<file path="config.mk">
export PLATFORM = sky130hd
export DESIGN_NAME = periodic_timer_array
export DESIGN_NICKNAME = d
export VERILOG_FILES = /design/src/hdl/pta_pkg.sv /design/src/hdl/pta_timer_if.sv /design/src/hdl/periodic_timer_array.sv /design/src/hdl/pta_timer.sv
export SDC_FILE = /design/constraint.sdc
export NUM_CORES = 1
export LEC_CHECK = 0
export ABC_AREA = 1
export ABC_CLOCK_PERIOD_IN_PS = 1750
export BUFFER_PORTS_ARGS = -buffer_cell sky130_fd_sc_hd__clkbuf_2
export CELL_PAD_IN_SITES_DETAIL_PLACEMENT = 0
export CELL_PAD_IN_SITES_GLOBAL_PLACEMENT = 1
export CORE_MARGIN = 5
export CORE_UTILIZATION = 37
export CTS_CLUSTER_DIAMETER = 30
export DETAILED_ROUTE_END_ITERATION = 7
export PLACE_DENSITY_LB_ADDON = 0.1
export SYNTH_ARGS = -nofsm -noshare
export SYNTH_HDL_FRONTEND = slang
export SYNTH_SLANG_ARGS = --single-unit
</file>
<file path="constraint.sdc">
create_clock -name mclk -period 1.75 [get_ports mclk]
set_input_delay 0.35 -clock mclk [delete_from_list [all_inputs] [get_ports mclk]]
set_output_delay 0.35 -clock mclk [all_outputs]
set_load 0.01 [all_outputs]
</file>
<file path="src/hdl/pta_pkg.sv">
// Shared constants for the periodic timer array
package pta_pkg;
    localparam int          NUM_TIMERS   = 11;
    localparam int          COUNT_WIDTH  = 24;
    localparam int          NUM_DMA      = 4;
    // Timer slots within the array
    localparam int          IDX_WAKE     = 0;
    localparam int          IDX_GP_FIRST = 1;
    localparam int          IDX_DMA_FIRST = 5;
    localparam int          IDX_CONV_ZERO = 9;
    localparam int          IDX_CONV_ONE  = 10;
    // Reset values
    localparam logic [23:0] COUNT_RESET  = 24'h000000;
    localparam logic        TRIG_RESET   = 1'b0;
    // Synchroniser depth ahead of any logic
    localparam int          SYNC_STAGES  = 2;
    // Counting source choice for the general and DMA timers
    typedef enum logic [0:0] {
        PTA_SRC_SYSTEM = 1'b0,
        PTA_SRC_OSC    = 1'b1
    } pta_src_t;
endpackage : pta_pkg

</file>
<file path="src/hdl/pta_timer_if.sv">
// Control and status bundle between the array top and one timer
`timescale 1ns/1ps
interface pta_timer_if #(parameter int WIDTH = pta_pkg::COUNT_WIDTH);
    logic [WIDTH-1:0] startValue;
    logic             enable;
    logic             trigEnable;
    logic             tick;
    logic [WIDTH-1:0] count;
    logic             expire;

    modport ctl (output startValue, output enable, output trigEnable, output tick,
                 input count, input expire);
    modport tmr (input startValue, input enable, input trigEnable, input tick,
                 output count, output expire);
endinterface : pta_timer_if

</file>
<file path="src/hdl/periodic_timer_array.sv">
// Top of the eleven-timer periodic array
//
// Summary of operation
// - The array holds eleven independent timers: one wake-up tick, four general, four DMA and two converter timers.
// - Every timer is a 24-bit down-counter.
// - When a timer's count is zero it can raise its trigger toward its consumer.
// - After zero a timer reloads its start value and keeps counting on its own, giving periodic operation.
// - The present count of every timer can be read at any moment, even while counting.
// - The wake-up tick timer counts from its own separate clock so its expiry can wake the system.
// - Every timer expiry serves as an interrupt request; only the four DMA timers' expiries also serve as DMA transfer requests.
// - Each converter timer counts at the system rate and pulses its own converter trigger line at zero.
// - The general and DMA timers can count from either the oscillator clock or the PLL system clock.
`timescale 1ns/1ps
module periodic_timer_array #(
    parameter int WIDTH = pta_pkg::COUNT_WIDTH
) (
    input  wire logic                                 mclk,
    input  wire logic                                 reset_n,
    input  wire logic                                 wakeClk,
    input  wire logic                                 oscClk,
    input  wire logic                                 srcSelect,
    input  wire logic [pta_pkg::NUM_TIMERS-1:0][WIDTH-1:0] startValue,
    input  wire logic [pta_pkg::NUM_TIMERS-1:0]       timerEnable,
    input  wire logic [pta_pkg::NUM_TIMERS-1:0]       trigEnable,
    output logic      [pta_pkg::NUM_TIMERS-1:0][WIDTH-1:0] countValue,
    output logic      [pta_pkg::NUM_TIMERS-1:0]       irqRequest,
    output logic      [pta_pkg::NUM_DMA-1:0]          dmaRequest,
    output logic                                      wakeupTick,
    output logic                                      convTriggerZero,
    output logic                                      convTriggerOne
);
    localparam int N = pta_pkg::NUM_TIMERS;
    localparam int S = pta_pkg::SYNC_STAGES;

    // Role of each slot in the array
    typedef enum logic [1:0] {
        PTA_ROLE_WAKE = 2'b00,
        PTA_ROLE_GP   = 2'b01,
        PTA_ROLE_DMA  = 2'b10,
        PTA_ROLE_CONV = 2'b11
    } pta_role_t;

    logic [S-1:0]                    wakeSync_q;
    logic [S-1:0]                    oscSync_q;
    logic [S-1:0]                    selSync_q;
    logic                            wakeLast_q;
    logic                            oscLast_q;
    logic                            wakeEdge;
    logic                            oscEdge;
    logic                            sysTick;
    logic [N-1:0]                    tickVec;
    logic [N-1:0]                    expireVec;

    // Refuse layouts the routing below cannot serve
    generate
        if (WIDTH < 2) begin : gBadWidth
            $error("periodic_timer_array: WIDTH must be at least 2");
        end

        if (N != 11) begin : gBadCount
            $error("periodic_timer_array: the array must hold eleven timers");
        end

        if (S < 2) begin : gBadSync
            $error("periodic_timer_array: at least two synchroniser stages needed");
        end

        if (pta_pkg::IDX_WAKE != 0) begin : gBadWake
            $error("periodic_timer_array: wake timer must sit in slot zero");
        end

        if (pta_pkg::IDX_GP_FIRST != pta_pkg::IDX_WAKE + 1) begin : gBadGp
            $error("periodic_timer_array: general timers must follow the wake timer");
        end

        if (pta_pkg::NUM_DMA != 4) begin : gBadDmaCount
            $error("periodic_timer_array: four DMA timers expected");
        end

        if (pta_pkg::IDX_DMA_FIRST + pta_pkg::NUM_DMA != pta_pkg::IDX_CONV_ZERO) begin : gBadDma
            $error("periodic_timer_array: DMA timers must end just before the converter timers");
        end

        if (pta_pkg::IDX_CONV_ONE != N - 1) begin : gBadConv
            $error("periodic_timer_array: second converter timer must be the last slot");
        end
    endgenerate

    // Slot index to role
    function automatic pta_role_t pta_role_of(input int idx);
        if (idx == pta_pkg::IDX_WAKE) begin
            pta_role_of = PTA_ROLE_WAKE;
        end else if (idx >= pta_pkg::IDX_CONV_ZERO) begin
            pta_role_of = PTA_ROLE_CONV;
        end else if (idx >= pta_pkg::IDX_DMA_FIRST) begin
            pta_role_of = PTA_ROLE_DMA;
        end else begin
            pta_role_of = PTA_ROLE_GP;
        end
    endfunction : pta_role_of

    // Rising edge of a synchronised level
    function automatic logic pta_rise(input logic cur, input logic last);
        pta_rise = cur && !last;
    endfunction : pta_rise

    function automatic pta_pkg::pta_src_t pta_src_sel();
        pta_src_sel = pta_pkg::pta_src_t'(selSync_q[S-1]);
    endfunction : pta_src_sel

    // Wake clock synchroniser
    always_ff @(posedge mclk or negedge reset_n) begin
        if (!reset_n) begin
            wakeSync_q <= '0;
        end else begin
            wakeSync_q <= {wakeSync_q[S-2:0], wakeClk};
        end
    end

    // Oscillator clock synchroniser
    always_ff @(posedge mclk or negedge reset_n) begin
        if (!reset_n) begin
            oscSync_q <= '0;
        end else begin
            oscSync_q <= {oscSync_q[S-2:0], oscClk};
        end
    end

    // Source select synchroniser
    always_ff @(posedge mclk or negedge reset_n) begin
        if (!reset_n) begin
            selSync_q <= '0;
        end else begin
            selSync_q <= {selSync_q[S-2:0], srcSelect};
        end
    end

    // Last wake level; reset matches the idle pin so no false edge
    always_ff @(posedge mclk or negedge reset_n) begin
        if (!reset_n) begin
            wakeLast_q <= 1'b0;
        end else begin
            wakeLast_q <= wakeSync_q[S-1];
        end
    end

    // Last oscillator level
    always_ff @(posedge mclk or negedge reset_n) begin
        if (!reset_n) begin
            oscLast_q <= 1'b0;
        end else begin
            oscLast_q <= oscSync_q[S-1];
        end
    end

    assign wakeEdge = pta_rise(wakeSync_q[S-1], wakeLast_q);
    assign oscEdge  = pta_rise(oscSync_q[S-1], oscLast_q);

    // Counting rate: every system clock or each oscillator rising edge
    assign sysTick = (pta_src_sel() == pta_pkg::PTA_SRC_OSC) ? oscEdge : 1'b1;

    // Per-slot tick by role
    always_comb begin
        tickVec = '0;
        for (int i = 0; i < N; i++) begin
            case (pta_role_of(i))
                PTA_ROLE_WAKE: tickVec[i] = wakeEdge;
                PTA_ROLE_CONV: tickVec[i] = 1'b1;
                default:       tickVec[i] = sysTick;
            endcase
        end
    end

    // Eleven timers, each with its own bundle
    pta_timer_if #(.WIDTH(WIDTH)) tIf[N] ();

    generate
        for (genvar i = 0; i < N; i++) begin : gTimer
            assign tIf[i].startValue = startValue[i];
            assign tIf[i].enable     = timerEnable[i];
            assign tIf[i].trigEnable = trigEnable[i];
            assign tIf[i].tick       = tickVec[i];
            assign countValue[i] = tIf[i].count;
            assign expireVec[i]  = tIf[i].expire;

            pta_timer #(.WIDTH(WIDTH)) uTimer (
                .mclk    (mclk),
                .reset_n (reset_n),
                .bus     (tIf[i])
            );
        end
    endgenerate

    // Expiry routing to consumers
    assign irqRequest      = expireVec;
    assign dmaRequest      = expireVec[pta_pkg::IDX_DMA_FIRST +: pta_pkg::NUM_DMA];
    assign wakeupTick      = expireVec[pta_pkg::IDX_WAKE];
    assign convTriggerZero = expireVec[pta_pkg::IDX_CONV_ZERO];
    assign convTriggerOne  = expireVec[pta_pkg::IDX_CONV_ONE];
endmodule : periodic_timer_array

</file>
<file path="src/hdl/pta_timer.sv">
// One periodic reloading down-counter
`timescale 1ns/1ps
module pta_timer #(
    parameter int WIDTH = pta_pkg::COUNT_WIDTH
) (
    input  wire logic mclk,
    input  wire logic reset_n,
    pta_timer_if.tmr  bus
);
    logic [WIDTH-1:0] count_q;
    logic             expire_q;

    generate
        if (WIDTH < 2) begin : gBadWidth
            $error("pta_timer: WIDTH must be at least 2");
        end
    endgenerate

    // Count, hold when disabled, reload after zero
    always_ff @(posedge mclk or negedge reset_n) begin
        if (!reset_n) begin
            count_q <= WIDTH'(pta_pkg::COUNT_RESET);
        end else if (bus.enable && bus.tick) begin
            if (count_q == '0) begin
                count_q <= bus.startValue;
            end else begin
                count_q <= count_q - WIDTH'(1);
            end
        end
    end

    // One-cycle trigger at the zero tick
    always_ff @(posedge mclk or negedge reset_n) begin
        if (!reset_n) begin
            expire_q <= pta_pkg::TRIG_RESET;
        end else begin
            expire_q <= bus.enable && bus.tick && bus.trigEnable && (count_q == '0);
        end
    end

    assign bus.count  = count_q;
    assign bus.expire = expire_q;
endmodule : pta_timer

</file>
Word-level counts from Yosys, hierarchy flattened
Cells that the tools add are included.
W data, S select, Z words.
- reduce and logical (&&, ||, !) cells: 46
- $add $sub $neg: 11
- multiplexer cells: 12
- operators by type and width (cell ; number):
    $logic_not A24 Y1 ; 11
    $mux W24 ; 11
    $sub A24 B1 Y24 const B ; 11
    $logic_and A1 B1 Y1 ; 33
    $logic_not A1 Y1 ; 2
    $mux W1 ; 1
- logic and storage cells: 96
- bits in registers: 283
- bits of input ports: 291

Logic depth before layout (Yosys ltp)
- word-level depth: 6
- gate-level depth with buffers: 10
- gate-level depth less buffers: 10

Cells and area by module
A second synthesis with hierarchy kept.
- cell total of the unflattened synthesis: 3505
- area, all modules: 22510.3 um2
- modules (own cells, without submodules) (module ; area an instance (um2) ; sequential area each (um2) ; times used ; cells each):
    pta_timer ; 2015.7 ; 625.6 ; 11 ; 316
    periodic_timer_array ; 337.8 ; 200.2 ; 1 ; 29

Worst setup path before layout
Ideal clock, no wire load.
- path type: register to register
- from: register gTimer[1].uTimer.count_q[0]
- to: register gTimer[1].uTimer.count_q[14]
- stages on the path, launching flop included: 11
- path slack: 0.096 ns
- setup time: 0.117 ns
- period minus slack after synthesis: 1.654 ns
- arrival: 1.537 ns
- data required time: 1.633 ns
- buffers on the path: 1
- cell sequence: dfrtp_1 -> inv_1 -> ha_1 -> clkbuf_1 -> nand2_1 -> nor2_1 -> nand2_1 -> nand2_1 -> nand3_1 -> nand2_1 -> nand2_1
- word-level cells in the longest chain between the ends: 2
- elaborated cells between the ends (all ways): 3
- classes of those cells: 1 x add/sub; 1 x mux; 1 x reduce/logical
- RTL lines (item ; line ; text):
    start, declared ; pta_timer.sv:10 ; logic [WIDTH-1:0] count_q;
    start signal, assigned ; pta_timer.sv:22 ; count_q <= WIDTH'(pta_pkg::COUNT_RESET);
    start signal, assigned ; pta_timer.sv:25 ; count_q <= bus.startValue;
    start signal, assigned ; pta_timer.sv:27 ; count_q <= count_q - WIDTH'(1);
    $sub A24 B1 Y24 or $logic_not A24 Y1 (tied branches) ; pta_timer.sv:27, pta_timer.sv:24 ;
    $mux W24 * ; pta_timer.sv:24 ; if (count_q == '0) begin
Every way passes the cells marked *; elsewhere a longest branch is shown, timed or not.
A chain may end at the register's enable or synchronous reset.

Worst setup path in the final report
- from: register gTimer[6].uTimer.count_q[2]
- to: output countValue[146] (netlist name)
- RTL lines (item ; line ; text):
    start, declared ; pta_timer.sv:10 ;
    start signal, assigned ; pta_timer.sv:22 ;
    start signal, assigned ; pta_timer.sv:25 ;
    start signal, assigned ; pta_timer.sv:27 ;
    end, declared ; periodic_timer_array.sv:25 ; output logic [pta_pkg::NUM_TIMERS-1:0][WIDTH-1:0] countValue,
No word-level cell between the ends.

==> flow_summary.html <==
<table>
<tr><th>Metric</th><th>Value</th></tr>
<tr><th colspan="2">Outcome</th></tr>
<tr><td>Outcome</td><td>finished clean</td></tr>
<tr><th colspan="2">STA</th></tr>
<tr><td>Worst setup skew after layout</td><td>0.0244 ns</td></tr>
<tr><td>Maximum clock frequency</td><td>588 MHz</td></tr>
<tr><td>Unrepaired setup endpoints after global routing</td><td>true</td></tr>
<tr><td>Slew at the pin closest to its max-slew limit</td><td>0.425 ns</td></tr>
<tr><td>Number of setup violations in the final report</td><td>0</td></tr>
<tr><td>Worst max-slew margin expressed relative to the limit</td><td>71.5%</td></tr>
<tr><td>Final Max Tran Viols</td><td>0</td></tr>
<tr><td>Tmin final</td><td>1.70 ns</td></tr>
<tr><td>Number of hold-slack violations in the final timing report</td><td>0</td></tr>
<tr><td>Hold slack final</td><td>0.0274 ns</td></tr>
<tr><td>Setup TNS after final layout</td><td>0 ns</td></tr>
<tr><td>Post-route clock period utilization</td><td>97.1%</td></tr>
<tr><th colspan="2">Cells and area</th></tr>
<tr><td>Layout Nets</td><td>4893</td></tr>
<tr><td>Fillers</td><td>5886</td></tr>
<tr><td>Area added between synthesis and finish</td><td>51.1%</td></tr>
<tr><td>Share of layout cells above drive strength 1</td><td>28.3%</td></tr>
<tr><td>Post-layout util</td><td>56.2%</td></tr>
<tr><td>Final design area excluding fillers</td><td>32300 um^2</td></tr>
<tr><td>Final Instance Count excl. Fillers</td><td>5428</td></tr>
<tr><th colspan="2">Run</th></tr>
<tr><td>Max Cap Viol</td><td>0</td></tr>
<tr><th colspan="2">Drt</th></tr>
<tr><td>Routed vias</td><td>26100</td></tr>
<tr><td>Routed via count divided by cell count</td><td>4.81</td></tr>
<tr><td>Number of detailed-routing iterations run before antenna repair</td><td>5</td></tr>
<tr><td>Remaining antenna violation count</td><td>0</td></tr>
<tr><td>Routed WL per cell</td><td>16.2 um</td></tr>
<tr><td>Starting DRC count in detailed routing</td><td>1476</td></tr>
<tr><td>Wirelength, routed</td><td>87700 um</td></tr>
<tr><td>DRC</td><td>0</td></tr>
<tr><th colspan="2">Synthesis</th></tr>
<tr><td>Share of the synthesized area in compound gates (AO/OA/AOI/OAI)</td><td>2.88%</td></tr>
<tr><td>FF+latch count, synth</td><td>283</td></tr>
<tr><td>Count of distinct cell types in the synthesized netlist</td><td>28</td></tr>
<tr><td>Sequential share of the synthesized area</td><td>33.1%</td></tr>
<tr><td>Mapped Nets</td><td>3849</td></tr>
<tr><td>Simple-gate share of the synthesized area</td><td>53.2%</td></tr>
<tr><td>Xor and xnor area share after synthesis</td><td>1.80%</td></tr>
<tr><td>Mux share of post-synthesis cell area</td><td>0%</td></tr>
<tr><td>Yosys synthesis warning count</td><td>0</td></tr>
<tr><td>Synthesized area divided by synthesized cell count</td><td>6.05 um^2</td></tr>
<tr><td>Count of flip-flops with a built-in enable after synthesis</td><td>0</td></tr>
<tr><td>Synthesized instance count</td><td>3536</td></tr>
<tr><td>Share of async-settable or async-resettable flops after synthesis</td><td>100%</td></tr>
<tr><td>Post-Synthesis Cell Area</td><td>21400 um^2</td></tr>
<tr><td>Main combinational cell family by area after synthesis</td><td>simple AND/OR/NAND/NOR gates</td></tr>
<tr><td>Top FF cell, synth</td><td>dfrtp_1</td></tr>
<tr><td>Arithmetic-cell share of the synthesized area counting full adders, half adders and majority gates</td><td>1.29%</td></tr>
<tr><th colspan="2">Die</th></tr>
<tr><td>Starting density of the core</td><td>37.2%</td></tr>
<tr><td>Die Area</td><td>62700 um^2</td></tr>
<tr><td>Die Span Y</td><td>250 um</td></tr>
<tr><td>Die outline width</td><td>250 um</td></tr>
<tr><td>Core Rows</td><td>88</td></tr>
<tr><td>Core region area</td><td>57500 um^2</td></tr>
<tr><td>Io pins</td><td>573</td></tr>
<tr><th colspan="2">Clock network</th></tr>
<tr><td>TritonCTS clock tree</td><td>done</td></tr>
<tr><td>H-tree Lvls</td><td>3</td></tr>
<tr><td>Clock Pin Slew Worst Setup and Hold Paths</td><td>0.05 ns</td></tr>
<tr><td>Clock latency on the worst-skew pair</td><td>0.63 ns</td></tr>
<tr><td>Number of buffers on the longest clock path</td><td>3</td></tr>
<tr><td>Clk root buf</td><td>clkbuf_16</td></tr>
<tr><td>Cts bufs inserted</td><td>99</td></tr>
<tr><td>Clock Sinks</td><td>283</td></tr>
<tr><th colspan="2">Worst setup path</th></tr>
<tr><td>Crit. path cell count</td><td>1</td></tr>
<tr><td>Critical path data arrival time</td><td>1.35 ns</td></tr>
<tr><td>RR Startpoint</td><td>gTimer[7].uTimer.bus.count[10]$_DFFE_PN0P_</td></tr>
<tr><td>Crit-path leading delay family</td><td>flip-flops</td></tr>
<tr><td>Number of cells traversed by the worst register-to-register path</td><td>9</td></tr>
<tr><td>Number of buffers and inverters on the critical path</td><td>1</td></tr>
<tr><td>Largest stage delay, worst path</td><td>0.50 ns</td></tr>
<tr><td>CP Max Fanout</td><td>5</td></tr>
<tr><td>Crit path from</td><td>gTimer[6].uTimer.bus.count[2]$_DFFE_PN0P_</td></tr>
<tr><td>Crit path required time</td><td>1.40 ns</td></tr>
<tr><td>Worst reg2reg endpoint</td><td>gTimer[7].uTimer.bus.count[21]$_DFFE_PN0P_</td></tr>
<tr><td>Reg-to-reg setup timing slack</td><td>0.08 ns</td></tr>
<tr><td>CP Cell Sequence</td><td>clkbuf_2</td></tr>
<tr><td>Critical Path Slowest Stage Cell</td><td>dfrtp_1</td></tr>
<tr><td>Worst setup EP type</td><td>output pin</td></tr>
<tr><td>Critical path endpoint</td><td>countValue[146]</td></tr>
<tr><td>Type of element launching the critical path</td><td>flip-flop</td></tr>
<tr><td>Critical path type</td><td>reg2out</td></tr>
<tr><th colspan="2">Global route</th></tr>
<tr><td>Largest net degree at the start of global routing</td><td>58</td></tr>
<tr><td>Gr ovfl total</td><td>0</td></tr>
<tr><td>GRT Resource Usage Total</td><td>26.7%</td></tr>
<tr><td>Global-route wire length before repair</td><td>136000 um</td></tr>
<tr><td>Initial antenna violation count</td><td>9</td></tr>
<tr><td>Via count of the first global-routing pass</td><td>25000</td></tr>
<tr><th colspan="2">Placed design</th></tr>
<tr><td>Detailed-placement wirelength estimate</td><td>67500 um</td></tr>
<tr><td>Count of buffers from port buffering</td><td>572</td></tr>
<tr><td>Global placer's final weighted congestion</td><td>0.916</td></tr>
<tr><td>Number of placed instances, taps included</td><td>5169</td></tr>
<tr><td>Cell Area, Placed</td><td>27900 um^2</td></tr>
<tr><th colspan="2">Power</th></tr>
<tr><td>Static leakage power</td><td>18.1 nW</td></tr>
<tr><td>Total power divided by cell area</td><td>1970 nW/um^2</td></tr>
<tr><td>Maximum vdd ir drop</td><td>924 uV</td></tr>
<tr><th colspan="2">Worst hold path</th></tr>
<tr><td>Min-delay worst type</td><td>in2reg</td></tr>
<tr><td>Beginning of the worst hold path</td><td>trigEnable[2]</td></tr>
</table>
Yosys cell counts, types with 12 or more instances:
cell type     n  share of area, %
buf_2        31              0.73
buf_4        16              0.56
buf_6        20               1.1
clkbuf_1     44              0.77
dfrtp_1     283                33
ha_1         22               1.3
inv_1       259               4.5
nand2_1    1299                23
nand3_1     317               7.4
nand3b_1     80               2.8
nand4_1      93               2.7
nor2_1      818                14
nor2_2       42               1.2
nor3_1       12              0.28
o21ai_0      65               1.5
o21ai_1      53               1.2
xnor2_1      31               1.3
xor2_1       13              0.53
cell usage in the layout (no fill, tap or decap), types with 25 or more instances in the layout:
master and instances:
buf_12 25, buf_4 398, clkbuf_16 104, clkbuf_2 570, clkbuf_8 32, dfrtp_1 278, dlygate4sd3_1 48, inv_1 252
nand2_1 1292, nand3_1 310, nand3b_1 80, nand4_1 93, nor2_1 760, nor2_2 85, nor2_4 26, o21ai_0 60
o21ai_1 58, xnor2_1 31
metal layers:
metal | global-route usage, % | wire length [um] | vias to the layer above
met3 | 6.26 | 5680 | 163
met2 | 45.1 | 41800 | 739
li1 | - | - | 13300
met5 | 0 | 54 | -
met1 | 34.2 | 37700 | 11900
met4 | 7.83 | 2510 | 8
cell families (layout without fill, tap and decap cells):
| group | Yosys count | in the layout |
|---|---|---|
| simple gates | 2695 | 2698 |
| buf+inv | 371 | 1489 |
| flops | 283 | 283 |
| compound gates | 121 | 121 |
| xor+xnor | 44 | 44 |
| fa+ha+maj | 22 | 22 |
| other cells | 0 | 6 |
sequential cells by signal, summed over array words and instances (netlist names):
signal / count
wakeSync_q: 2
selSync_q: 2
wakeLast_q: 1
oscSync_q: 2
gTimer.uTimer.bus.expire: 11
gTimer.uTimer.bus.count: 264
oscLast_q: 1
worst min path at each step:
stage,endpoint,cells after the start
finish,gTimer[2].uTimer.bus.expire$_DFF_PN0_,3
global route,gTimer[2].uTimer.bus.expire$_DFF_PN0_,3
CTS,gTimer[4].uTimer.bus.count[3]$_DFFE_PN0P_,3
detailed placement,gTimer[7].uTimer.bus.count[17]$_DFFE_PN0P_,1
global placement,gTimer[7].uTimer.bus.count[17]$_DFFE_PN0P_,1
floorplan,gTimer[0].uTimer.bus.count[0]$_DFFE_PN0P_,0
through the flow:
step / power, mW / setup WS [ns]
floorplan: 30.4 / 0.0960
detailed placement: 45.5 / -0.114
finish: 63.8 / 0.0505
CTS: 62.8 / 0.00456
global route: 68.9 / -0.0821
global placement: 45.4 / -0.129
area by class of cell:
| type | instances | area [um^2] | area share (%) |
|---|---|---|---|
| inverter | 260 | 976 | 3.02 |
| multi-input combinational | 2885 | 13000 | 40.3 |
| timing repair buffer | 1051 | 7000 | 21.7 |
| tap | 765 | 957 | 2.96 |
| antenna | 6 | 15.0 | 0.0465 |
| clock inverter | 28 | 272 | 0.840 |
| clock buffer | 150 | 2990 | 9.25 |
| sequential | 283 | 7090 | 21.9 |
report_power, final:
group	total (mW)	switching (mW)	internal, mW
combinational	35.9	21.5	14.3
clock	16.8	5.05	11.7
sequential	11.1	2.03	9.08
total	63.8	28.6	35.1
repair_timing:
item,CTS,global route
hold buffers,48,0
resized for setup,2,117
hold endpoints to repair,329,0
cloned,0,8
pin swaps,0,11
endpoints found under the setup margin,8,169
setup buffers,0,19
Power figures use the tool's default switching activity.
